### config.mk
export PLATFORM = sky130hd
export DESIGN_NAME = ppc_regs
export DESIGN_NICKNAME = d
export VERILOG_FILES = /design/src/hdl/ppc_pkg.sv /design/src/hdl/ppc_regs.sv
export VERILOG_INCLUDE_DIRS = /design/src /design/src/hdl
export SDC_FILE = /design/constraint.sdc
export NUM_CORES = 1
export LEC_CHECK = 0
export ABC_CLOCK_PERIOD_IN_PS = 2100
export BUFFER_PORTS_ARGS = -buffer_cell sky130_fd_sc_hd__buf_2
export CAP_MARGIN = 40
export CORE_MARGIN = 2
export CORE_UTILIZATION = 35
export DETAILED_ROUTE_END_ITERATION = 16
export PLACE_DENSITY_LB_ADDON = 0.12
export SYNTH_ARGS = -nofsm -noshare
export SYNTH_HDL_FRONTEND = slang
export SYNTH_SLANG_ARGS = --single-unit
### constraint.sdc
create_clock -name aclk -period 2.1 [get_ports aclk]
set_input_delay 0.315 -clock aclk [delete_from_list [all_inputs] [get_ports aclk]]
set_output_delay 0.315 -clock aclk [all_outputs]
set_load 0.01 [all_outputs]
### src/hdl/ppc_params.svh
// offsets, field positions, reset values and nvm bit positions
`ifndef PPC_PARAMS_SVH
`define PPC_PARAMS_SVH
// ============================================================
// ============================================================
// register byte addresses
`define PPC_OFF_POWER 16'h0e14
`define PPC_OFF_CONFIG 16'h0e38
`define PPC_OFF_IRQ_STATUS 16'h0e40
`define PPC_OFF_IRQ_ENABLE 16'h0e44
`define PPC_OFF_IRQ_CLEAR 16'h0e48
// reset values
`define PPC_RST_CONFIG 4'hc
`define PPC_RST_POWER 10'h08d
`define PPC_RST_IRQ 2'h0
// power register field positions
`define PPC_PWR_ENERGY 4
`define PPC_PWR_RST_DONE 8
// nvm word bit positions
`define PPC_NVM3_XOVER 9
`define PPC_NVM4_SPD 0
`define PPC_NVM4_LOW_POWER_SPEED_REDUCE 1
`define PPC_NVMP_DIS1000_LP 0
`define PPC_NVMP_GIGA_DIS 1
`define PPC_NVMP_DIS100_LP 2
// axi responses
`define PPC_RESP_OKAY 2'h0
`define PPC_RESP_SLVERR 2'h2
`endif

### src/hdl/ppc_pkg.sv
// types shared by the phy power and config register block
package ppc_pkg;
    typedef enum logic [1:0] {
        PPC_WR_IDLE = 2'b01,
        PPC_WR_RESP = 2'b10
    } ppc_wr_state_type;

    typedef enum logic [1:0] {
        PPC_RD_IDLE = 2'b01,
        PPC_RD_RESP = 2'b10
    } ppc_rd_state_type;

    typedef struct packed {
        logic auto_crossover;
        logic ten_base_te;
        logic advertise_eee_fast;
        logic advertise_eee_gigabit;
        logic smart_power_down_enable;
        logic smart_power_down_back_to_back;
        logic link_disconnect;
        logic low_speed_link;
        logic gigabit_allowed;
        logic fast_allowed;
    } ppc_phy_ctrl_type;
endpackage

### src/hdl/ppc_regs.sv
// phy power and configuration registers behind an axi4-lite slave
//
// Register access over AXI4-Lite is this design's own decision.
`timescale 1ns/1ps
`include "ppc_params.svh"

module ppc_regs import ppc_pkg::*; (
    // clock and reset
    input wire logic aclk,
    input wire logic aresetn,
    // axi4-lite write address
    input wire logic [15:0] awaddr,
    input wire logic [2:0] awprot,
    input wire logic awvalid,
    output logic awready,
    // axi4-lite write data
    input wire logic [31:0] wdata,
    input wire logic [3:0] wstrb,
    input wire logic wvalid,
    output logic wready,
    // axi4-lite write response
    output logic [1:0] bresp,
    output logic bvalid,
    input wire logic bready,
    // axi4-lite read address
    input wire logic [15:0] araddr,
    input wire logic [2:0] arprot,
    input wire logic arvalid,
    output logic arready,
    // axi4-lite read data
    output logic [31:0] rdata,
    output logic [1:0] rresp,
    output logic rvalid,
    input wire logic rready,
    // nvm loader, same clock
    input wire logic nvm_load,
    input wire logic [15:0] nvm_init_ctrl3,
    input wire logic [15:0] nvm_init_ctrl4,
    input wire logic [15:0] nvm_pin_ctrl,
    // phy status, asynchronous
    input wire logic link_energy,
    input wire logic phy_reset_done,
    // power state, same clock
    input wire logic power_state_full,
    // phy control
    output ppc_phy_ctrl_type phy_ctrl,
    output logic eee_renegotiate,
    // interrupt
    output logic irq
);

    // ============================================================
    // state
    ppc_wr_state_type wr_state_reg;
    ppc_wr_state_type wr_state_next;
    ppc_rd_state_type rd_state_reg;
    ppc_rd_state_type rd_state_next;
    logic aw_full_reg;
    logic aw_full_next;
    logic w_full_reg;
    logic w_full_next;
    logic [15:0] wr_addr_reg;
    logic [15:0] wr_addr_next;
    logic [31:0] wr_data_reg;
    logic [31:0] wr_data_next;
    logic [3:0] wr_strb_reg;
    logic [3:0] wr_strb_next;
    logic [1:0] bresp_reg;
    logic [1:0] bresp_next;
    logic [31:0] rdata_reg;
    logic [31:0] rdata_next;
    logic [1:0] rresp_reg;
    logic [1:0] rresp_next;
    logic [3:0] cfg_reg;
    logic [3:0] cfg_next;
    logic [9:0] pwr_reg;
    logic [9:0] pwr_next;
    logic energy_latch_reg;
    logic energy_latch_next;
    logic rst_latch_reg;
    logic rst_latch_next;
    logic [1:0] sync1_reg;
    logic [1:0] sync1_next;
    logic [1:0] sync2_reg;
    logic [1:0] sync2_next;
    logic [1:0] prev_reg;
    logic [1:0] prev_next;
    logic [1:0] irq_status_reg;
    logic [1:0] irq_status_next;
    logic [1:0] irq_enable_reg;
    logic [1:0] irq_enable_next;
    ppc_phy_ctrl_type phy_ctrl_reg;
    ppc_phy_ctrl_type phy_ctrl_next;
    logic reneg_reg;
    logic reneg_next;
    logic irq_reg;
    logic irq_next;

    // ============================================================
    // register word indices
    localparam logic [13:0] idx_pwr = 14'(`PPC_OFF_POWER >> 2);
    localparam logic [13:0] idx_cfg = 14'(`PPC_OFF_CONFIG >> 2);
    localparam logic [13:0] idx_irq_sts = 14'(`PPC_OFF_IRQ_STATUS >> 2);
    localparam logic [13:0] idx_irq_ena = 14'(`PPC_OFF_IRQ_ENABLE >> 2);
    localparam logic [13:0] idx_irq_clr = 14'(`PPC_OFF_IRQ_CLEAR >> 2);

    // ============================================================
    // byte lane mask
    logic [31:0] wmask;

    genvar gi;
    generate
        for (gi = 0; gi < 4; gi = gi + 1) begin : g_mask
            assign wmask[gi*8 +: 8] = {8{wr_strb_reg[gi]}};
        end
    endgenerate

    // ============================================================
    // handshake and other outputs
    assign awready = (wr_state_reg == PPC_WR_IDLE) && !aw_full_reg;
    assign wready = (wr_state_reg == PPC_WR_IDLE) && !w_full_reg;
    assign bvalid = (wr_state_reg == PPC_WR_RESP);
    assign arready = (rd_state_reg == PPC_RD_IDLE);
    assign rvalid = (rd_state_reg == PPC_RD_RESP);
    assign bresp = bresp_reg;
    assign rdata = rdata_reg;
    assign rresp = rresp_reg;
    assign phy_ctrl = phy_ctrl_reg;
    assign eee_renegotiate = reneg_reg;
    assign irq = irq_reg;

    // ============================================================
    // next state
    logic commit;
    logic hit_cfg;
    logic hit_pwr;
    logic hit_sts;
    logic hit_ena;
    logic hit_clr;
    logic rd_pwr;
    logic [31:0] merged;
    logic [1:0] rise;
    logic [1:0] irq_clear;
    logic non_full;

    always_comb begin
        wr_state_next = wr_state_reg;
        rd_state_next = rd_state_reg;
        aw_full_next = aw_full_reg;
        w_full_next = w_full_reg;
        wr_addr_next = wr_addr_reg;
        wr_data_next = wr_data_reg;
        wr_strb_next = wr_strb_reg;
        bresp_next = bresp_reg;
        rdata_next = rdata_reg;
        rresp_next = rresp_reg;
        cfg_next = cfg_reg;
        pwr_next = pwr_reg;
        irq_enable_next = irq_enable_reg;
        irq_clear = 2'h0;
        reneg_next = 1'b0;
        merged = 32'h0000_0000;
        commit = 1'b0;

        // synchronisers and edges
        sync1_next = {phy_reset_done, link_energy};
        sync2_next = sync1_reg;
        prev_next = sync2_reg;
        rise = sync2_reg & ~prev_reg;

        // address and data capture, either order
        if (awvalid && awready) begin
            aw_full_next = 1'b1;
            wr_addr_next = awaddr;
        end
        if (wvalid && wready) begin
            w_full_next = 1'b1;
            wr_data_next = wdata;
            wr_strb_next = wstrb;
        end

        hit_cfg = wr_addr_reg[15:2] == idx_cfg;
        hit_pwr = wr_addr_reg[15:2] == idx_pwr;
        hit_sts = wr_addr_reg[15:2] == idx_irq_sts;
        hit_ena = wr_addr_reg[15:2] == idx_irq_ena;
        hit_clr = wr_addr_reg[15:2] == idx_irq_clr;

        // nvm reload of the loadable defaults
        // a bus write in the same cycle overrides these
        if (nvm_load) begin
            cfg_next[0] = nvm_init_ctrl3[`PPC_NVM3_XOVER];
            pwr_next[0] = nvm_init_ctrl4[`PPC_NVM4_SPD];
            pwr_next[2] = nvm_init_ctrl4[`PPC_NVM4_LOW_POWER_SPEED_REDUCE];
            pwr_next[3] = nvm_pin_ctrl[`PPC_NVMP_DIS1000_LP];
            pwr_next[6] = nvm_pin_ctrl[`PPC_NVMP_GIGA_DIS];
            pwr_next[9] = nvm_pin_ctrl[`PPC_NVMP_DIS100_LP];
        end

        case (wr_state_reg)
            PPC_WR_IDLE: begin
                if (aw_full_reg && w_full_reg) begin
                    commit = 1'b1;
                    wr_state_next = PPC_WR_RESP;
                    bresp_next = `PPC_RESP_OKAY;
                    if (hit_cfg) begin
                        merged = ({28'h000_0000, cfg_reg} & ~wmask)
                            | (wr_data_reg & wmask);
                        // reserved bits are dropped
                        cfg_next = merged[3:0];
                        if (merged[3:2] != cfg_reg[3:2]) begin
                            reneg_next = 1'b1;
                        end
                    end else if (hit_pwr) begin
                        merged = ({22'h00_0000, pwr_reg} & ~wmask)
                            | (wr_data_reg & wmask);
                        pwr_next = merged[9:0];
                        pwr_next[`PPC_PWR_ENERGY] = 1'b0;
                        pwr_next[`PPC_PWR_RST_DONE] = 1'b0;
                    end else if (hit_ena) begin
                        merged = ({30'h0000_0000, irq_enable_reg}
                            & ~wmask) | (wr_data_reg & wmask);
                        irq_enable_next = merged[1:0];
                    end else if (hit_clr) begin
                        // write one clears, byte lane 0 only
                        if (wr_strb_reg[0]) begin
                            irq_clear = wr_data_reg[1:0];
                        end
                    end else if (!hit_sts) begin
                        bresp_next = `PPC_RESP_SLVERR;
                    end
                end
            end
            PPC_WR_RESP: begin
                if (bready) begin
                    wr_state_next = PPC_WR_IDLE;
                    aw_full_next = 1'b0;
                    w_full_next = 1'b0;
                end
            end
            default: begin
                wr_state_next = PPC_WR_IDLE;
                aw_full_next = 1'b0;
                w_full_next = 1'b0;
            end
        endcase

        // read channel
        rd_pwr = 1'b0;
        case (rd_state_reg)
            PPC_RD_IDLE: begin
                if (arvalid) begin
                    rd_state_next = PPC_RD_RESP;
                    rresp_next = `PPC_RESP_OKAY;
                    rdata_next = 32'h0000_0000;
                    case (araddr[15:2])
                        idx_cfg: begin
                            rdata_next[3:0] = cfg_reg;
                        end
                        idx_pwr: begin
                            rd_pwr = 1'b1;
                            rdata_next[9:0] = pwr_reg;
                            rdata_next[`PPC_PWR_ENERGY] =
                                energy_latch_reg | pwr_reg[5];
                            rdata_next[`PPC_PWR_RST_DONE] =
                                rst_latch_reg;
                        end
                        idx_irq_sts: begin
                            rdata_next[1:0] = irq_status_reg;
                        end
                        idx_irq_ena: begin
                            rdata_next[1:0] = irq_enable_reg;
                        end
                        idx_irq_clr: begin
                            rdata_next = 32'h0000_0000;
                        end
                        default: begin
                            rresp_next = `PPC_RESP_SLVERR;
                        end
                    endcase
                end
            end
            PPC_RD_RESP: begin
                if (rready) begin
                    rd_state_next = PPC_RD_IDLE;
                end
            end
            default: begin
                rd_state_next = PPC_RD_IDLE;
            end
        endcase

        // latched-high flags, set wins over read clear
        energy_latch_next = (energy_latch_reg & ~rd_pwr)
            | sync2_reg[0];
        rst_latch_next = (rst_latch_reg & ~rd_pwr)
            | sync2_reg[1];

        // sticky interrupt status, set wins over clear
        // status bit 0 energy edge, bit 1 reset-done edge
        irq_status_next = (irq_status_reg & ~irq_clear) | rise;
        irq_next = |(irq_status_next & irq_enable_next);

        // phy controls follow the new register values
        non_full = !power_state_full;
        phy_ctrl_next.auto_crossover = cfg_next[0];
        phy_ctrl_next.ten_base_te = cfg_next[1];
        phy_ctrl_next.advertise_eee_fast = cfg_next[2];
        phy_ctrl_next.advertise_eee_gigabit = cfg_next[3];
        phy_ctrl_next.smart_power_down_enable = pwr_next[0];
        phy_ctrl_next.smart_power_down_back_to_back =
            pwr_next[7];
        phy_ctrl_next.link_disconnect = pwr_next[5];
        phy_ctrl_next.low_speed_link = pwr_next[1]
            | (non_full & pwr_next[2]);
        phy_ctrl_next.gigabit_allowed = !pwr_next[6]
            && !(non_full && pwr_next[3])
            && !(non_full && pwr_next[9]);
        phy_ctrl_next.fast_allowed =
            !(non_full && pwr_next[9]);
    end

    // ============================================================
    // registers
    always_ff @(posedge aclk) begin
        if (!aresetn) begin
            wr_state_reg <= PPC_WR_IDLE;
            rd_state_reg <= PPC_RD_IDLE;
            aw_full_reg <= 1'b0;
            w_full_reg <= 1'b0;
            wr_addr_reg <= 16'h0000;
            wr_data_reg <= 32'h0000_0000;
            wr_strb_reg <= 4'h0;
            bresp_reg <= `PPC_RESP_OKAY;
            rdata_reg <= 32'h0000_0000;
            rresp_reg <= `PPC_RESP_OKAY;
            cfg_reg <= `PPC_RST_CONFIG;
            pwr_reg <= `PPC_RST_POWER;
            energy_latch_reg <= 1'b0;
            rst_latch_reg <= 1'b0;
            sync1_reg <= 2'h0;
            sync2_reg <= 2'h0;
            prev_reg <= 2'h0;
            irq_status_reg <= `PPC_RST_IRQ;
            irq_enable_reg <= `PPC_RST_IRQ;
            phy_ctrl_reg <= '0;
            reneg_reg <= 1'b0;
            irq_reg <= 1'b0;
        end else begin
            wr_state_reg <= wr_state_next;
            rd_state_reg <= rd_state_next;
            aw_full_reg <= aw_full_next;
            w_full_reg <= w_full_next;
            wr_addr_reg <= wr_addr_next;
            wr_data_reg <= wr_data_next;
            wr_strb_reg <= wr_strb_next;
            bresp_reg <= bresp_next;
            rdata_reg <= rdata_next;
            rresp_reg <= rresp_next;
            cfg_reg <= cfg_next;
            pwr_reg <= pwr_next;
            energy_latch_reg <= energy_latch_next;
            rst_latch_reg <= rst_latch_next;
            sync1_reg <= sync1_next;
            sync2_reg <= sync2_next;
            prev_reg <= prev_next;
            irq_status_reg <= irq_status_next;
            irq_enable_reg <= irq_enable_next;
            phy_ctrl_reg <= phy_ctrl_next;
            reneg_reg <= reneg_next;
            irq_reg <= irq_next;
        end
    end

endmodule

==> results of run 1 <==
-- placed cells by master, fill, tap and decap left out, drive strengths merged, types with 10 or more instances in the layout --
cell   synthesis  routed
and2          10      10
dfxtp         75      75
nand2         59      59
mux2i         10      10
a21oi         35      35
nor2          32      32
inv            7      10
buf           30      95
nand3         13      13
o21ai         11      11
conb           1      24
-- logic make-up after synthesis --
logic type      count (synthesis)  share of synthesized area [%]
simple gates                  156                          25.12
compound gates                 75                          14.95
flops                          75                          46.58
buf+inv                        48                          8.812
mux                            10                          3.106
fa+ha+maj                       2                         0.7763
xor+xnor                        2                         0.5436
other cells                     1                         0.1163
-- per-stage QoR --
| stage | total power, mW | area [um^2] | instances | util (%) |
|---|---|---|---|---|
| 2_1_floorplan | 1.899 | 3309 | 392 | - |
| 3_3_place_gp | 2.042 | 3709 | 557 | 40.91 |
| 3_5_place_dp | 2.050 | 3709 | 557 | 40.91 |
| 4_1_cts | 3.211 | 3916 | 573 | 43.20 |
| 5_1_grt | 3.338 | 3925 | 573 | 43.30 |
| 6_report | 3.176 | 3925 | 573 | 43.30 |
-- worst min path at each step --
stage	startpoint	endpoint	slack (ns)	depth (start not counted)
finish	link_energy	sync1_reg[0]	0.17	2
global route	phy_reset_done	sync1_reg[1]	0.17	2
CTS	phy_reset_done	sync1_reg[1]	0.16	2
detailed placement	sync1_reg[1]	prev_next[1]	0.42	1
global placement	sync1_reg[1]	prev_next[1]	0.42	1
floorplan	sync1_reg[0]	prev_next[0]	0.41	1
-- layout make-up --
class                           instances  area (um^2)
Clock inverter                          7        83.83
Multi-Input combinational cell        269         1533
Timing Repair Buffer                   95        518.0
Tap cell                              111        138.9
Fill cell                             952         5140
Sequential cell                        75         1501
Clock buffer                            9        123.9
Inverter                                7        26.28
-- power groups by stage --
| stage | Clock (mW) | Sequential (mW) | Combinational, mW |
|---|---|---|---|
| 3_5_place_dp | 0 | 1.60 | 0.447 |
| 5_1_grt | 1.25 | 1.58 | 0.508 |
| 4_1_cts | 1.19 | 1.57 | 0.450 |
| 2_1_floorplan | 0 | 1.59 | 0.306 |
| 6_report | 1.16 | 1.57 | 0.445 |
| 3_3_place_gp | 0 | 1.60 | 0.442 |
-- critical path, delay by kind of cell, from the launching register on --
family | cells | cell delay (ns)
fa+ha+maj | 1 | 0.18
buf+inv | 4 | 0.53
flops | 1 | 0.34
simple gates | 1 | 0.23
-- cells in the mapped netlist (2+ instances only) --
cell type	number
nor4_2	2
buf_4	27
a222oi_1	2
a211oi_1	2
o22a_1	2
dfxtp_1	75
ha_1	2
o21ai_0	6
and2b_1	2
o22ai_1	3
mux2i_1	10
buf_2	2
o21ai_1	4
nor2b_1	9
clkbuf_1	11
and2_1	9
nand3b_1	3
a221oi_1	2
nand2b_1	8
nand2_1	59
nor4_1	3
inv_1	6
nand3_1	12
a21oi_1	35
a22oi_1	6
a2bb2oi_1	2
nor2_1	31
nor3_1	5
o31ai_1	2
xnor2_1	2
-- layer usage --
layer,vias up,track usage (%)
met1,1252,19.20
li1,1393,-
met2,69,26.09
met5,-,0
met3,8,4.735
met4,0,5.163
==> impl_metrics.csv, run 1 <==
group,metric,value,unit
routing,vias_per_cell,4.750,
worst_hold_path,hold_path_class,"in -> reg",
timing,finalCritPeriodShare,93.06,%
cts,numCtsBuffers,9,
worst_setup_path,cp-endpoint,"wready",
timing,worst_slew_pin_slew,0.5435,ns
power,swShare,28.73,%
cts,post_cts_resized,0,
routing,met1_length,3442,um
cts,path_clk_slew,0.08,ns
synthesis,postSynthCellCount,369,
synthesis,ys_ff_latch,75,
routing,ant_nets,0,
cts,holdBufCountCts,0,
worst_setup_path,cp-start-kind,"flip-flop",
timing,skew,0.008743,ns
cells_and_area,insertedDiodeCount,0,
flow_run,maxCapViolCount,0,
worst_setup_path,r2r_end,"irq",
power,p_leak,1.711,nW
routing,wl_met2,3433,um
synthesis,synth_ff_type,"dfxtp_1",
routing,first_iter_violations,68,
floorplanning,boundaryPins,186,
global_route,grt_usage,15.59,%
global_route,antenna_found_initial,0,
synthesis,yosysUniqueCellTypes,55,
place,gp_congestion,0.7327,
worst_setup_path,crit_start,"wr_state_reg[1]",
synthesis,synth_area,3223,um^2
routing,wl_per_cell,12.91,um
worst_setup_path,cp_cell_sequence,"inv_1, ha_1, buf_4, and2b_1, buf_4, buf_2",
worst_setup_path,cp_slowest_cell,"dfxtp_1",
synthesis,syn_area_per_cell,8.735,um^2
floorplanning,fp.dieH,99.96,um
power,peakVddDrop,404.1,uV
synthesis,synthTopCellsByArea,"dfxtp_1, nand2_1, buf_4",
routing,firstDrtPassIters,5,
floorplanning,fp.coreArea,9065,um^2
outcome,status,"completed",
synthesis,async_flop_share,0,%
timing,finalCriticalPeriod,1.954,ns
routing,top_layer_used,"met4",
cells_and_area,fin_nets,592,
timing,hold_slack,0.1696,ns
worst_setup_path,critPathMaxFanout,8,
power,p_clk_share,36.6,%
place,numPortBuffers,83,
floorplanning,std_cell_rows,35,
synthesis,ys_warn_count,0,
worst_setup_path,cp.required,1.78,ns
global_route,grt_pass1_vias,2633,
worst_setup_path,reg2reg_from,"wr_state_reg[1]",
cts,root_buffer,"clkbuf_8",
synthesis,synth_edf_count,0,
worst_setup_path,worst_path_most_repeated_cell,"buf_4",
worst_setup_path,critPathCaptureType,"primary output",
global_route,grt_pass1_wl,12260,um
synthesis,synth_top_cell_area_share,46.58,%
cells_and_area,drive_above_1_share,27.27,%
floorplanning,initial_utilization,35.56,%
timing,rsz0062_at_grt,"false",
cts,cts_buffer_depth,2,
timing,slew_headroom,63.72,%
worst_setup_path,reg2reg_depth,9,
place,dp_slack,0.1210,ns
cts,cts_tree,"built",
power,p_per_area,809.1,nW/um^2
worst_setup_path,critPathMaxStageDelay,0.34,ns
power,p_int,2.263,mW
routing,wl_met3,441,um
timing,worst_slack,0.1457,ns
timing,finalSetupViolations,0,
place,hpwlAfterDp,5599,um
timing,slew_viol_final,0,
cts,post_cts_buffers,0,
floorplanning,fp.dieW,99.96,um
synthesis,synth_top_cell_by_area,"dfxtp_1",
cts,clkSinkCount,75,
floorplanning,dieArea,9992,um^2
power,power_frac_comb,14.0,%
routing,vias,2722,
routing,drc,0,
timing,hold_viol,0,
worst_setup_path,r2r_slack,0.18,ns
routing,drt-total-wl,7399,um
cts,clk_latency,0.36,ns
power,power_frac_seq,49.4,%
global_route,grt_start_max_net_pins,29,
cts,h-tree-depth,3,
worst_setup_path,arrival,1.64,ns
synthesis,ys_seq_area_share,46.58,%
worst_setup_path,criticalPathCategory,"reg -> out",
timing,max_freq,511.7,MHz
timing,fin_setup_tns,0,ns
cells_and_area,largest_reg_flops,14,
global_route,grt_overflow,0,
cells_and_area,area_growth,21.78,%
power,net-switching-power,912.4,uW
Power figures use the tool's default switching activity.
==> run 2: changes to the inputs <==
--- a/config.mk
+++ b/config.mk
@@ -10,7 +10,7 @@
 export BUFFER_PORTS_ARGS = -buffer_cell sky130_fd_sc_hd__buf_2
 export CAP_MARGIN = 40
 export CORE_MARGIN = 2
-export CORE_UTILIZATION = 35
+export CORE_UTILIZATION = 44
 export DETAILED_ROUTE_END_ITERATION = 16
 export PLACE_DENSITY_LB_ADDON = 0.12
 export SYNTH_ARGS = -nofsm -noshare
==> run 2 against run 1 <==
Die area fell by 20%. Via count fell by 2.9%. Sequential power is essentially flat. Sequential share of layout area grew 0.22 points. Clock skew decreased by 0.0013 ns. First-iteration DRC count is 1.5% lower. Worst hold slack improved by 0.0070 ns. Power up 2.2%. Largest power group unchanged. Core utilization is 11 points higher.
==> impl_metrics.csv, run 2 (synthesized netlist as in run 1, its figures left out) <==
group,metric,value,unit
worst_setup_path,cp.required,2.31,ns
power,p_per_area,831.8,nW/um^2
worst_setup_path,cp-endpoint,"phy_ctrl[6]",
cts,path_clk_slew,0.07,ns
cts,clkSinkCount,75,
worst_setup_path,arrival,2.15,ns
cells_and_area,final_util,54.39,%
cells_and_area,area_growth,21.08,%
worst_setup_path,cp-start-kind,"flip-flop",
cts,numCtsBuffers,9,
cells_and_area,layout_commonest_cell,"buf_2",
worst_setup_path,reg2reg_depth,7,
timing,finalCritPeriodShare,92.52,%
global_route,met1_usage,23.07,%
routing,wl_per_cell,12.22,um
cts,holdBufCountCts,0,
floorplanning,std_cell_rows,31,
global_route,grt_pass1_wl,10830,um
cells_and_area,insertedDiodeCount,0,
cells_and_area,drive_above_1_share,26.74,%
worst_setup_path,reg2reg_from,"wr_state_reg[1]",
worst_setup_path,critPathMaxFanout,6,
cts,cts_tree,"built",
cts,clk_latency,0.34,ns
floorplanning,fp.dieH,89.59,um
place,dp.cells,543,
timing,slew_headroom,57.38,%
timing,fin_setup_tns,0,ns
cells_and_area,fin_cells,559,
outcome,status,"completed",
worst_setup_path,criticalPathCategory,"reg -> reg",
floorplanning,fp.coreArea,7176,um^2
global_route,use_met3,4.388,%
power,p_leak,1.702,nW
routing,vias,2644,
floorplanning,initial_utilization,44.92,%
place,numPortBuffers,83,
routing,firstDrtPassIters,4,
global_route,grt_use_met2,28.28,%
global_route,grt_usage,17.82,%
floorplanning,boundaryPins,186,
timing,rsz0062_at_grt,"false",
cells_and_area,layout_common_cells,"buf_2, dfxtp_1, nand2_1",
timing,finalSetupViolations,0,
flow_run,maxCapViolCount,0,
cells_and_area,largest_reg_flops,14,
timing,max_freq,514.7,MHz
global_route,grt_start_max_net_pins,37,
worst_setup_path,crit_start,"wr_state_reg[1]",
power,peakVddDrop,364.3,uV
floorplanning,dieArea,8025,um^2
timing,worst_slew_pin_slew,0.6383,ns
place,hpwlAfterDp,5129,um
global_route,grt_overflow,0,
worst_setup_path,r2r_end,"phy_ctrl[6]",
global_route,antenna_found_initial,0,
routing,vias_per_cell,4.730,
routing,drc,0,
routing,drt-total-wl,6833,um
cts,root_buffer,"clkbuf_8",
global_route,busiest_layer,"met2",
timing,hold_viol,0,
place,gp_congestion,0.7808,
cells_and_area,fin_nets,590,
routing,ant_nets,0,
worst_setup_path,critPathCaptureType,"flip-flop",
power,finalPower,3.246,mW
timing,finalCriticalPeriod,1.943,ns
routing,first_iter_violations,67,
global_route,grt_pass1_vias,2374,
cts,cts_buffer_depth,2,
timing,skew,0.007478,ns
worst_hold_path,hold_path_class,"in -> reg",
timing,hold_slack,0.1766,ns
worst_setup_path,r2r_slack,0.16,ns
floorplanning,fp.dieW,89.59,um
timing,slew_viol_final,0,
cts,h-tree-depth,3,
run 2: area by class of cell:
class                           count  area, um^2
Fill cell                         690        3273
Multi-Input combinational cell    269        1533
Sequential cell                    75        1501
Timing Repair Buffer               93       490.5
Clock buffer                       12       155.1
Tap cell                           99       123.9
Clock inverter                      4       72.57
Inverter                            7       26.28
run 2: what timing repair did:
action,4_1_cts,5_1_grt
setup buffers,0,0
endpoints found under the setup margin,0,1
gates resized for setup,0,1
run 2: per-stage QoR:
stage | instance area (um^2) | worst slack (ns)
floorplan | 3309 | 0.2834
global placement | 3666 | 0.1571
detailed placement | 3666 | 0.1393
CTS | 3894 | 0.1314
global route | 3902 | 0.02283
finish | 3902 | 0.1570
run 2: worst max-delay path: stages, from the launching register on:
cell     delay, ns
dfxtp_1       0.32
inv_1         0.07
ha_1          0.16
and3_2        0.23
nand4_4       0.19
or3_1         0.55
mux2i_1       0.24
nor2_1        0.06
run 2: worst min-delay path by stage:
| stage | endpoint | depth (start not counted) | from |
|---|---|---|---|
| finish | sync1_reg[0] | 2 | link_energy |
| global route | sync1_reg[0] | 2 | link_energy |
| CTS | sync1_reg[1] | 2 | phy_reset_done |
| detailed placement | prev_next[1] | 1 | sync1_reg[1] |
| global placement | prev_next[0] | 1 | sync1_reg[0] |
| floorplan | prev_next[0] | 1 | sync1_reg[0] |
run 2: per-layer routing:
| layer | wire, um | share of wire [%] | vias up |
|---|---|---|---|
| met5 | 0 | 0 | - |
| met4 | 89 | 1.3 | 0 |
| met1 | 3259 | 48 | 1183 |
| met2 | 3082 | 45 | 67 |
| li1 | - | - | 1388 |
| met3 | 402 | 5.9 | 6 |
run 2: power breakdown:
group	internal, mW	leakage [nW]	switching (mW)
logic	0.178	0.975	0.253
registers	1.51	0.615	0.0617
clock network	0.733	0.113	0.513
